===== src/smh_regs.vh =====
// Constants of the storage host port: modes, widths, framing, timing.
// Assumes inclusion by bare name from the design files of this folder.
`ifndef SMH_REGS_VH
`define SMH_REGS_VH
`define SMH_MODE_SD        2'h0
`define SMH_MODE_MMC       2'h1
`define SMH_MODE_SDIO      2'h2
`define SMH_WID_1          2'h0
`define SMH_WID_4          2'h1
`define SMH_WID_8          2'h2
`define SMH_DET_NONE       2'h0
`define SMH_DET_DAT3       2'h1
`define SMH_DET_SWITCH     2'h2
`define SMH_CMD_BITS       48
`define SMH_RSP_BITS       48
`define SMH_CLK_DIV        4
`define SMH_FIFO_DEPTH     8
`define SMH_BLK_BYTES      16
`define SMH_RSP_TIMEOUT    255
`endif


===== src/smh_fifo.v =====
// Small FIFO with parameter width and depth, valid and ready on both sides.
// Assumes one clock and a synchronous active-low reset.
`timescale 1ns/10ps
`default_nettype none
module smh_fifo #(
    parameter WIDTH = 8,
    parameter DEPTH = 8,
    parameter AW    = 3
) (
    input  wire             clk_in,
    input  wire             rst_n_in,
    input  wire [WIDTH-1:0] wr_data_in,
    input  wire             wr_valid_in,
    output reg              wr_ready_out,
    output reg  [WIDTH-1:0] rd_data_out,
    output reg              rd_valid_out,
    input  wire             rd_ready_in
);
    reg [WIDTH-1:0] mem [0:DEPTH-1];
    reg [AW:0]      count;
    reg [AW-1:0]    wp;
    reg [AW-1:0]    rp;
    wire            push;
    wire            pop;
    wire            load;
    wire            take;
    wire [AW:0]     occ;
    // Occupancy counts the output register, so DEPTH words fill the FIFO
    assign take = rd_valid_out && rd_ready_in;
    assign occ  = count + {{AW{1'b0}}, rd_valid_out};
    assign push = wr_valid_in && wr_ready_out;
    assign load = (count != {(AW+1){1'b0}}) && (!rd_valid_out || rd_ready_in);
    assign pop  = load;
    always @(posedge clk_in) begin
        if (push) begin
            mem[wp] <= wr_data_in;
        end
    end
    always @(posedge clk_in) begin
        if (!rst_n_in) begin
            count        <= {(AW+1){1'b0}};
            wp           <= {AW{1'b0}};
            rp           <= {AW{1'b0}};
            rd_valid_out <= 1'b0;
            rd_data_out  <= {WIDTH{1'b0}};
            wr_ready_out <= 1'b1;
        end else begin
            if (push) begin
                wp <= wp + 1'b1;
            end
            if (pop) begin
                rp          <= rp + 1'b1;
                rd_data_out <= mem[rp];
            end
            if (push && !pop) begin
                count <= count + 1'b1;
            end else if (pop && !push) begin
                count <= count - 1'b1;
            end
            // Registered ready: next occupancy against the depth
            wr_ready_out <= (occ + {{AW{1'b0}}, push}
                             - {{AW{1'b0}}, take}) != DEPTH[AW:0];
            if (pop) begin
                rd_valid_out <= 1'b1;
            end else if (rd_ready_in) begin
                rd_valid_out <= 1'b0;
            end
        end
    end
endmodule // smh_fifo
`default_nettype wire


===== src/smh_host_port.v =====
// Storage host port: card clock, command/response line, 1/4/8-bit data.
// Assumes pins pass through a pad ring resolving the three-signal triplets.
`timescale 1ns/10ps
`default_nettype none
`include "smh_regs.vh"
module smh_host_port #(
    parameter CMD_BITS = `SMH_CMD_BITS,
    parameter RSP_BITS = `SMH_RSP_BITS,
    parameter CLK_DIV  = `SMH_CLK_DIV,
    parameter BLK      = `SMH_BLK_BYTES,
    parameter RSP_TO   = `SMH_RSP_TIMEOUT
) (
    input  wire        clk_in,
    input  wire        rst_n_in,
    input  wire        pin_matrix_select_in,
    input  wire [1:0]  mode_in,
    input  wire [1:0]  width_in,
    input  wire [1:0]  card_detect_kind_in,
    input  wire        socket_switch_in,
    input  wire        cmd_start_in,
    input  wire [37:0] cmd_word_in,
    input  wire        cmd_resp_in,
    input  wire        data_read_in,
    input  wire        data_write_in,
    input  wire [7:0]  wr_data_in,
    input  wire        wr_valid_in,
    output wire        wr_ready_out,
    output wire [7:0]  rd_data_out,
    output wire        rd_valid_out,
    input  wire        rd_ready_in,
    output reg  [39:0] resp_out,
    output reg         busy_out,
    output reg         done_out,
    output reg         timeout_out,
    output reg         card_event_out,
    output reg         card_present_out,
    output reg         card_clk_out,
    input  wire        cmd_line_in,
    output reg         cmd_line_out,
    output reg         cmd_oe_n_out,
    input  wire [7:0]  dat_line_in,
    output reg  [7:0]  dat_line_out,
    output reg  [7:0]  dat_oe_n_out
);
    // ****************************************
    // States and pin synchronisers
    // ****************************************
    localparam ST_IDLE = 6'h01, ST_CMD = 6'h02, ST_WAIT = 6'h04;
    localparam ST_RSP  = 6'h08, ST_RD  = 6'h10, ST_WR   = 6'h20;
    reg  [5:0]  state;
    reg  [1:0]  cmd_s;
    reg  [15:0] dat_s0;
    reg  [7:0]  dat_s;
    reg  [1:0]  sw_s;
    reg  [7:0]  div;
    reg  [47:0] sh;
    reg  [7:0]  cnt;
    reg  [7:0]  bytes;
    reg  [7:0]  rbyte;
    reg         rvalid;
    reg  [1:0]  wid;
    reg         pres_q;
    wire        tick_fall;
    wire        tick_rise;
    wire        in_rdy;
    wire        wv;
    wire [7:0]  wd;
    wire        det;
    wire [3:0]  lanes;
    wire [7:0]  wsrc;
    wire [7:0]  wleft;
    integer     i;
    always @(posedge clk_in) begin
        cmd_s  <= {cmd_s[0], cmd_line_in};
        dat_s0 <= {dat_s0[7:0], dat_line_in};
        dat_s  <= dat_s0[15:8];
        sw_s   <= {sw_s[0], socket_switch_in};
    end
    // Width clamped per mode so a bad setting never widens the bus
    always @* begin
        wid = `SMH_WID_1;
        if (width_in == `SMH_WID_8 && mode_in == `SMH_MODE_MMC) begin
            wid = `SMH_WID_8;
        end else if (width_in != `SMH_WID_1) begin
            wid = `SMH_WID_4;
        end
    end
    assign lanes = (wid == `SMH_WID_8) ? 4'h8 :
                   (wid == `SMH_WID_4) ? 4'h4 : 4'h1;
    // ****************************************
    // Card clock divider
    // ****************************************
    assign tick_rise = (div == (CLK_DIV/2 - 1)) && !card_clk_out;
    assign tick_fall = (div == (CLK_DIV/2 - 1)) && card_clk_out;
    always @(posedge clk_in) begin
        if (!rst_n_in) begin
            div          <= 8'h00;
            card_clk_out <= 1'b0;
        end else if (div == (CLK_DIV/2 - 1)) begin
            div          <= 8'h00;
            card_clk_out <= !card_clk_out;
        end else begin
            div <= div + 8'h01;
        end
    end
    // ****************************************
    // Write data buffer
    // ****************************************
    smh_fifo #(.WIDTH(8), .DEPTH(`SMH_FIFO_DEPTH), .AW(3)) u_wbuf (
        .clk_in       (clk_in),
        .rst_n_in     (rst_n_in),
        .wr_data_in   (wr_data_in),
        .wr_valid_in  (wr_valid_in),
        .wr_ready_out (wr_ready_out),
        .rd_data_out  (wd),
        .rd_valid_out (wv),
        .rd_ready_in  (in_rdy)
    );
    assign in_rdy = (state == ST_WR) && tick_fall && (cnt == 8'h00)
                    && (bytes != 8'h00) && (bytes != BLK[7:0] + 8'h01)
                    && wv;
    assign rd_data_out  = rbyte;
    assign rd_valid_out = rvalid;
    // Next write group comes straight from the buffer at a byte boundary
    assign wsrc  = (cnt == 8'h00) ? wd : sh[7:0];
    assign wleft = (cnt == 8'h00) ? 8'h08 : cnt;
    // ****************************************
    // Card detect
    // ****************************************
    assign det = (card_detect_kind_in == `SMH_DET_DAT3) ? dat_s[3] :
                 (card_detect_kind_in == `SMH_DET_SWITCH) ? !sw_s[1] :
                 1'b0;
    always @(posedge clk_in) begin
        if (!rst_n_in) begin
            pres_q           <= 1'b0;
            card_present_out <= 1'b0;
            card_event_out   <= 1'b0;
        end else begin
            // Line 3 carries data when busy, so its level is held then
            if (state == ST_IDLE || card_detect_kind_in != `SMH_DET_DAT3) begin
                pres_q <= det;
            end
            card_present_out <= pres_q;
            // Only the selected kind may raise an event
            card_event_out   <= (card_detect_kind_in != `SMH_DET_NONE)
                                && (pres_q != card_present_out);
        end
    end
    // ****************************************
    // Command, response and data engine
    // ****************************************
    always @(posedge clk_in) begin
        if (!rst_n_in) begin
            state        <= ST_IDLE;
            sh           <= 48'h000000000000;
            cnt          <= 8'h00;
            bytes        <= 8'h00;
            rbyte        <= 8'h00;
            rvalid       <= 1'b0;
            resp_out     <= 40'h0000000000;
            busy_out     <= 1'b0;
            done_out     <= 1'b0;
            timeout_out  <= 1'b0;
            cmd_line_out <= 1'b1;
            cmd_oe_n_out <= 1'b1;
            dat_line_out <= 8'hFF;
            dat_oe_n_out <= 8'hFF;
        end else begin
            done_out    <= 1'b0;
            timeout_out <= 1'b0;
            if (rvalid && rd_ready_in) begin
                rvalid <= 1'b0;
            end
            case (state)
                ST_IDLE: begin
                    // Port takes no command until pins are routed to it; the card clock runs regardless
                    if (cmd_start_in && pin_matrix_select_in) begin
                        sh       <= {2'b01, cmd_word_in, 8'h01};
                        cnt      <= CMD_BITS[7:0];
                        busy_out <= 1'b1;
                        state    <= ST_CMD;
                    end
                end
                ST_CMD: begin
                    if (tick_fall) begin
                        if (cnt == 8'h00) begin
                            cmd_oe_n_out <= 1'b1;
                            cmd_line_out <= 1'b1;
                            cnt          <= RSP_TO[7:0];
                            state        <= cmd_resp_in ? ST_WAIT : ST_IDLE;
                            busy_out     <= cmd_resp_in;
                            done_out     <= !cmd_resp_in;
                        end else begin
                            cmd_oe_n_out <= 1'b0;
                            cmd_line_out <= sh[47];
                            sh           <= {sh[46:0], 1'b1};
                            cnt          <= cnt - 8'h01;
                        end
                    end
                end
                ST_WAIT: begin
                    if (tick_rise) begin
                        if (!cmd_s[1]) begin
                            cnt   <= RSP_BITS[7:0] - 8'h01;
                            state <= ST_RSP;
                        end else if (cnt == 8'h00) begin
                            timeout_out <= 1'b1;
                            busy_out    <= 1'b0;
                            state       <= ST_IDLE;
                        end else begin
                            cnt <= cnt - 8'h01;
                        end
                    end
                end
                ST_RSP: begin
                    if (tick_rise) begin
                        sh  <= {sh[46:0], cmd_s[1]};
                        cnt <= cnt - 8'h01;
                        if (cnt == 8'h01) begin
                            resp_out <= {sh[38:0], cmd_s[1]};
                            bytes    <= 8'h00;
                            cnt      <= RSP_TO[7:0];
                            if (data_read_in) begin
                                state <= ST_RD;
                            end else if (data_write_in) begin
                                state <= ST_WR;
                                cnt   <= 8'h00;
                            end else begin
                                busy_out <= 1'b0;
                                done_out <= 1'b1;
                                state    <= ST_IDLE;
                            end
                        end
                    end
                end
                ST_RD: begin
                    // Start bit on line 0, then bytes across active lanes
                    if (tick_rise) begin
                        if (bytes == 8'h00) begin
                            if (!dat_s[0]) begin
                                bytes <= 8'h01;
                                cnt   <= 8'h00;
                            end
                        end else if (bytes == BLK[7:0] + 8'h01) begin
                            busy_out <= 1'b0;
                            done_out <= 1'b1;
                            state    <= ST_IDLE;
                        end else begin
                            if (wid == `SMH_WID_8) begin
                                sh[7:0] <= dat_s;
                            end else if (wid == `SMH_WID_4) begin
                                sh[7:0] <= {sh[3:0], dat_s[3:0]};
                            end else begin
                                sh[7:0] <= {sh[6:0], dat_s[0]};
                            end
                            if (cnt + {4'h0, lanes} >= 8'h08) begin
                                cnt   <= 8'h00;
                                bytes <= bytes + 8'h01;
                                rvalid <= 1'b1;
                                if (wid == `SMH_WID_8) begin
                                    rbyte <= dat_s;
                                end else if (wid == `SMH_WID_4) begin
                                    rbyte <= {sh[3:0], dat_s[3:0]};
                                end else begin
                                    rbyte <= {sh[6:0], dat_s[0]};
                                end
                            end else begin
                                cnt <= cnt + {4'h0, lanes};
                            end
                        end
                    end
                end
                ST_WR: begin
                    if (tick_fall) begin
                        if (bytes == 8'h00) begin
                            for (i = 0; i < 8; i = i + 1) begin
                                dat_oe_n_out[i] <= (i >= lanes);
                            end
                            dat_line_out <= 8'h00;
                            bytes        <= 8'h01;
                        end else if (bytes == BLK[7:0] + 8'h01) begin
                            if (dat_oe_n_out == 8'hFF) begin
                                busy_out <= 1'b0;
                                done_out <= 1'b1;
                                state    <= ST_IDLE;
                            end
                            dat_line_out <= 8'hFF;
                            dat_oe_n_out <= 8'hFF;
                        end else if (cnt != 8'h00 || wv) begin
                            // Empty buffer stretches the bit; clock runs on
                            if (wid == `SMH_WID_8) begin
                                dat_line_out <= wsrc;
                                sh[7:0]      <= 8'h00;
                            end else if (wid == `SMH_WID_4) begin
                                dat_line_out <= {4'hF, wsrc[7:4]};
                                sh[7:0]      <= {wsrc[3:0], 4'h0};
                            end else begin
                                dat_line_out <= {7'h7F, wsrc[7]};
                                sh[7:0]      <= {wsrc[6:0], 1'b0};
                            end
                            cnt <= wleft - {4'h0, lanes};
                            if (wleft == {4'h0, lanes}) begin
                                bytes <= bytes + 8'h01;
                            end
                        end
                    end
                end
                default: begin
                    state <= ST_IDLE;
                end
            endcase
        end
    end
endmodule // smh_host_port
`default_nettype wire


===== config.mk =====
export PLATFORM = sky130hd
export DESIGN_NAME = smh_host_port
export DESIGN_NICKNAME = d
export VERILOG_FILES = /design/src/smh_fifo.v /design/src/smh_host_port.v
export VERILOG_INCLUDE_DIRS = /design/src
export SDC_FILE = /design/constraint.sdc
export NUM_CORES = 1
export LEC_CHECK = 0
export BUFFER_PORTS_ARGS = -buffer_cell sky130_fd_sc_hd__buf_2
export CAP_MARGIN = 20
export CORE_MARGIN = 4
export CORE_UTILIZATION = 36
export DETAILED_ROUTE_END_ITERATION = 7
export GPL_TIMING_DRIVEN = 0
export MAX_ROUTING_LAYER = met4
export PLACE_DENSITY = 0.68
export SKIP_LAST_GASP = 1
export SLEW_MARGIN = 20
export SYNTH_ARGS = -nofsm -noshare
export SYNTH_HDL_FRONTEND = slang
export SYNTH_HIERARCHICAL = 1
export SYNTH_SLANG_ARGS = --single-unit

===== constraint.sdc =====
create_clock -name clk_in -period 3.8 [get_ports clk_in]
set_clock_uncertainty 0.2 [all_clocks]
set_input_delay 0.57 -clock clk_in [delete_from_list [all_inputs] [get_ports clk_in]]
set_output_delay 0.57 -clock clk_in [all_outputs]
set_load 0.02 [all_outputs]

==> reports/results.ini <==
[outcome]
status=completed

[timing]
setup_ws_ns=0.0893
min_period_over_period_pct=97.7
setup_violations=0
fmax_mhz=269
hold_viol_final=0
slew_headroom_pct=44.7
period_needed_ns=3.71
tightest_slew_ns=0.825
final_max_slew_viol_count=0
fin_hold_ws_ns=0.110

[clock_network]
h-tree-depth=1
cts.clk_slew.worst_paths_ns=0.07
cts_buffers=27
clock_path_buffers=3
clock_latency_ns=0.53
clock_sinks=259
tritoncts=built
cts_root_buf=clkbuf_16

[worst_setup_path]
cp_max_fo=7
critPathLaunchType=register
endpoint_kind=register
worst-setup-path-type=register to register
r2r_slack_ns=0.09
cp_data_required_time_ns=4.02
crit_arrival_ns=3.93

[finish]
diodes=0
fin_util_pct=44.8
nets=1498
drive_above_1_share_pct=22.6
area_growth_pct=21.2

[power_and_ir_drop]
peakVddDrop_mv=0.406
power_leakage_nw=5.35
cellPowerDensity_nw_per_um2=607

[floorplan]
dieArea_um2=35700
placementRows=65
core_um2=31900
dieHeight_um=189
ios=145
start_util_pct=36.9
die_x_um=189

[global_route]
grt_pass1_vias=9415
grt_overflow_total=0
grt_pass1_wl_mm=51.7
grtUsageTotal_pct=18.1
grt_max_degree=15
antenna_found_initial=0

[synth]
async_reset_ff_share_pct=0
netlist_instances=1207
synthesis.nets=1305
synthMostInstantiatedCell=nand2_1
synth_area_per_cell_um2=9.76
netlist.area_leader.share_pct=33.1
synth_ff_type=dfxtp_1
synth_cell_type_count=84
synth_edf_count=64
syn-cell-area_um2=11800
seq_area_frac_synth_pct=49.5
synth_area_leaders=dfxtp_1 33%, edfxtp_1 16%, nand2_1 7.5%, nor2_1 3.6%, a21oi_1 3.1%
yosysWarnings=6
synth_common_cells=234 x nand2_1, 195 x dfxtp_1, 113 x nor2_1, 73 x a21oi_1, 64 x edfxtp_1
synth_top_area_cell=dfxtp_1
ys_ff_latch=259

[drt]
drt_iter0_markers=773
drc=0
routed-via-count=9950
routed_wl_mm=32.9
wl_per_cell_um=17.8
vias_per_cell=5.36
antenna_left=0
first_pass_iters=5

[placement]
place_ws_ns=-0.773
io_buffer_count=144
gp_congestion=0.927
hpwl_mm=24.2

[worst_hold_path]
hold_class=primary input to register

[job]
maxCapViolCount=0

## cell families after synthesis
| kind of cell | synth area share, % |
|---|---|
| buf+inv | 4.40 |
| mux | 5.62 |
| xor+xnor | 2.16 |
| simple gates | 19.1 |
| fa+ha+maj | 3.06 |
| compound gates | 16.2 |
| flops | 49.5 |
## critical path: stages, from the launching register on
cell	delay, ns
dfxtp_4	0.36
or4_4	0.54
or3b_4	0.41
buf_6	0.15
nor2_4	0.11
nand2_2	0.08
nor2_4	0.15
inv_2	0.06
nor2_2	0.08
ha_1	0.25
fa_2	0.41
fa_1	0.53
nand3_2	0.07
nor2_2	0.13
o21ai_2	0.08
## path summary, 6_finish.rpt
path,from,endpoint,depth (start not counted)
max,state[2]$_SDFFE_PN0P_,u_wbuf/wr_ready_out$_SDFF_PN1_,14
min,cmd_resp_in,state[2]$_SDFFE_PN0P_,3
max reg2reg,state[2]$_SDFFE_PN0P_,u_wbuf/wr_ready_out$_SDFF_PN1_,14
min reg2reg,cmd_s[0]$_DFF_P_,cmd_s[1]$_DFF_P_,0
## report_power, final
group / switching (mW) / leakage [nW] / internal, mW
clock network: 1.07 / 0.438 / 1.56
registers: 0.252 / 2.18 / 3.15
logic: 1.53 / 2.73 / 1.10
## cell usage in the layout, fill, tap and decap left out, drive strengths merged, types with 24 or more instances in the layout
cell / n
clkbuf: 90
buf: 190
edfxtp: 64
a311oi: 47
a21oi: 76
ha: 24
nand2: 234
dfxtp: 195
o21ai: 42
nor2: 114
## final cells by class
class,instances,area [um2]
clock buffer,41,820
fill,3073,17600
sequential,259,5830
timing repair buffer,170,938
clock inverter,8,78.8
multi-input combinational,839,5550
inverter,24,95.1
tap,435,544
buffer,79,409
## metrics by stage
stage	cells	TNS, ns	power (mW)	area [um2]
finish	1855	0	8.66	14300
global route	1855	-0.00420	9.13	14300
CTS	1848	-0.0195	8.62	14100
detailed placement	1787	-12.84	5.91	13100
global placement	1786	-11.86	5.84	13000
floorplan	1207	0	5.26	11800
## layer usage
| metal | share of wire, % | vias up | track usage, % |
|---|---|---|---|
| li1 | - | 4731 | - |
| met1 | 45 | 4819 | 24.7 |
| met2 | 47 | 343 | 28.4 |
| met3 | 6.0 | 57 | 2.95 |
| met4 | 2.4 | 0 | 4.40 |
| met5 | 0 | - | - |
## state kept, by name (all words and copies together) (netlist names), 2 cells and up
| name | count |
|---|---|
| u_wbuf/rd_data_out | 8 |
| sh | 48 |
| u_wbuf/rp | 3 |
| bytes | 8 |
| u_wbuf/mem | 64 |
| sw_s | 2 |
| resp_out | 40 |
| cmd_s | 2 |
| rd_data_out | 8 |
| div | 8 |
| cnt | 8 |
| state | 6 |
| u_wbuf/count | 4 |
| dat_s0 | 16 |
| dat_line_out | 8 |
| dat_oe_n_out | 3 |
| u_wbuf/wp | 3 |
| dat_s | 8 |
## repair_timing
item / in CTS / in global routing
hold buffers: 10 / 0
hold endpoints to repair: 10 / 0
gates cloned: 0 / 0
pin swaps: 2 / 10
setup buffers: 2 / 13
setup endpoints to repair: 8 / 17
resized for setup: 12 / 23
Power figures use the tool's default switching activity.
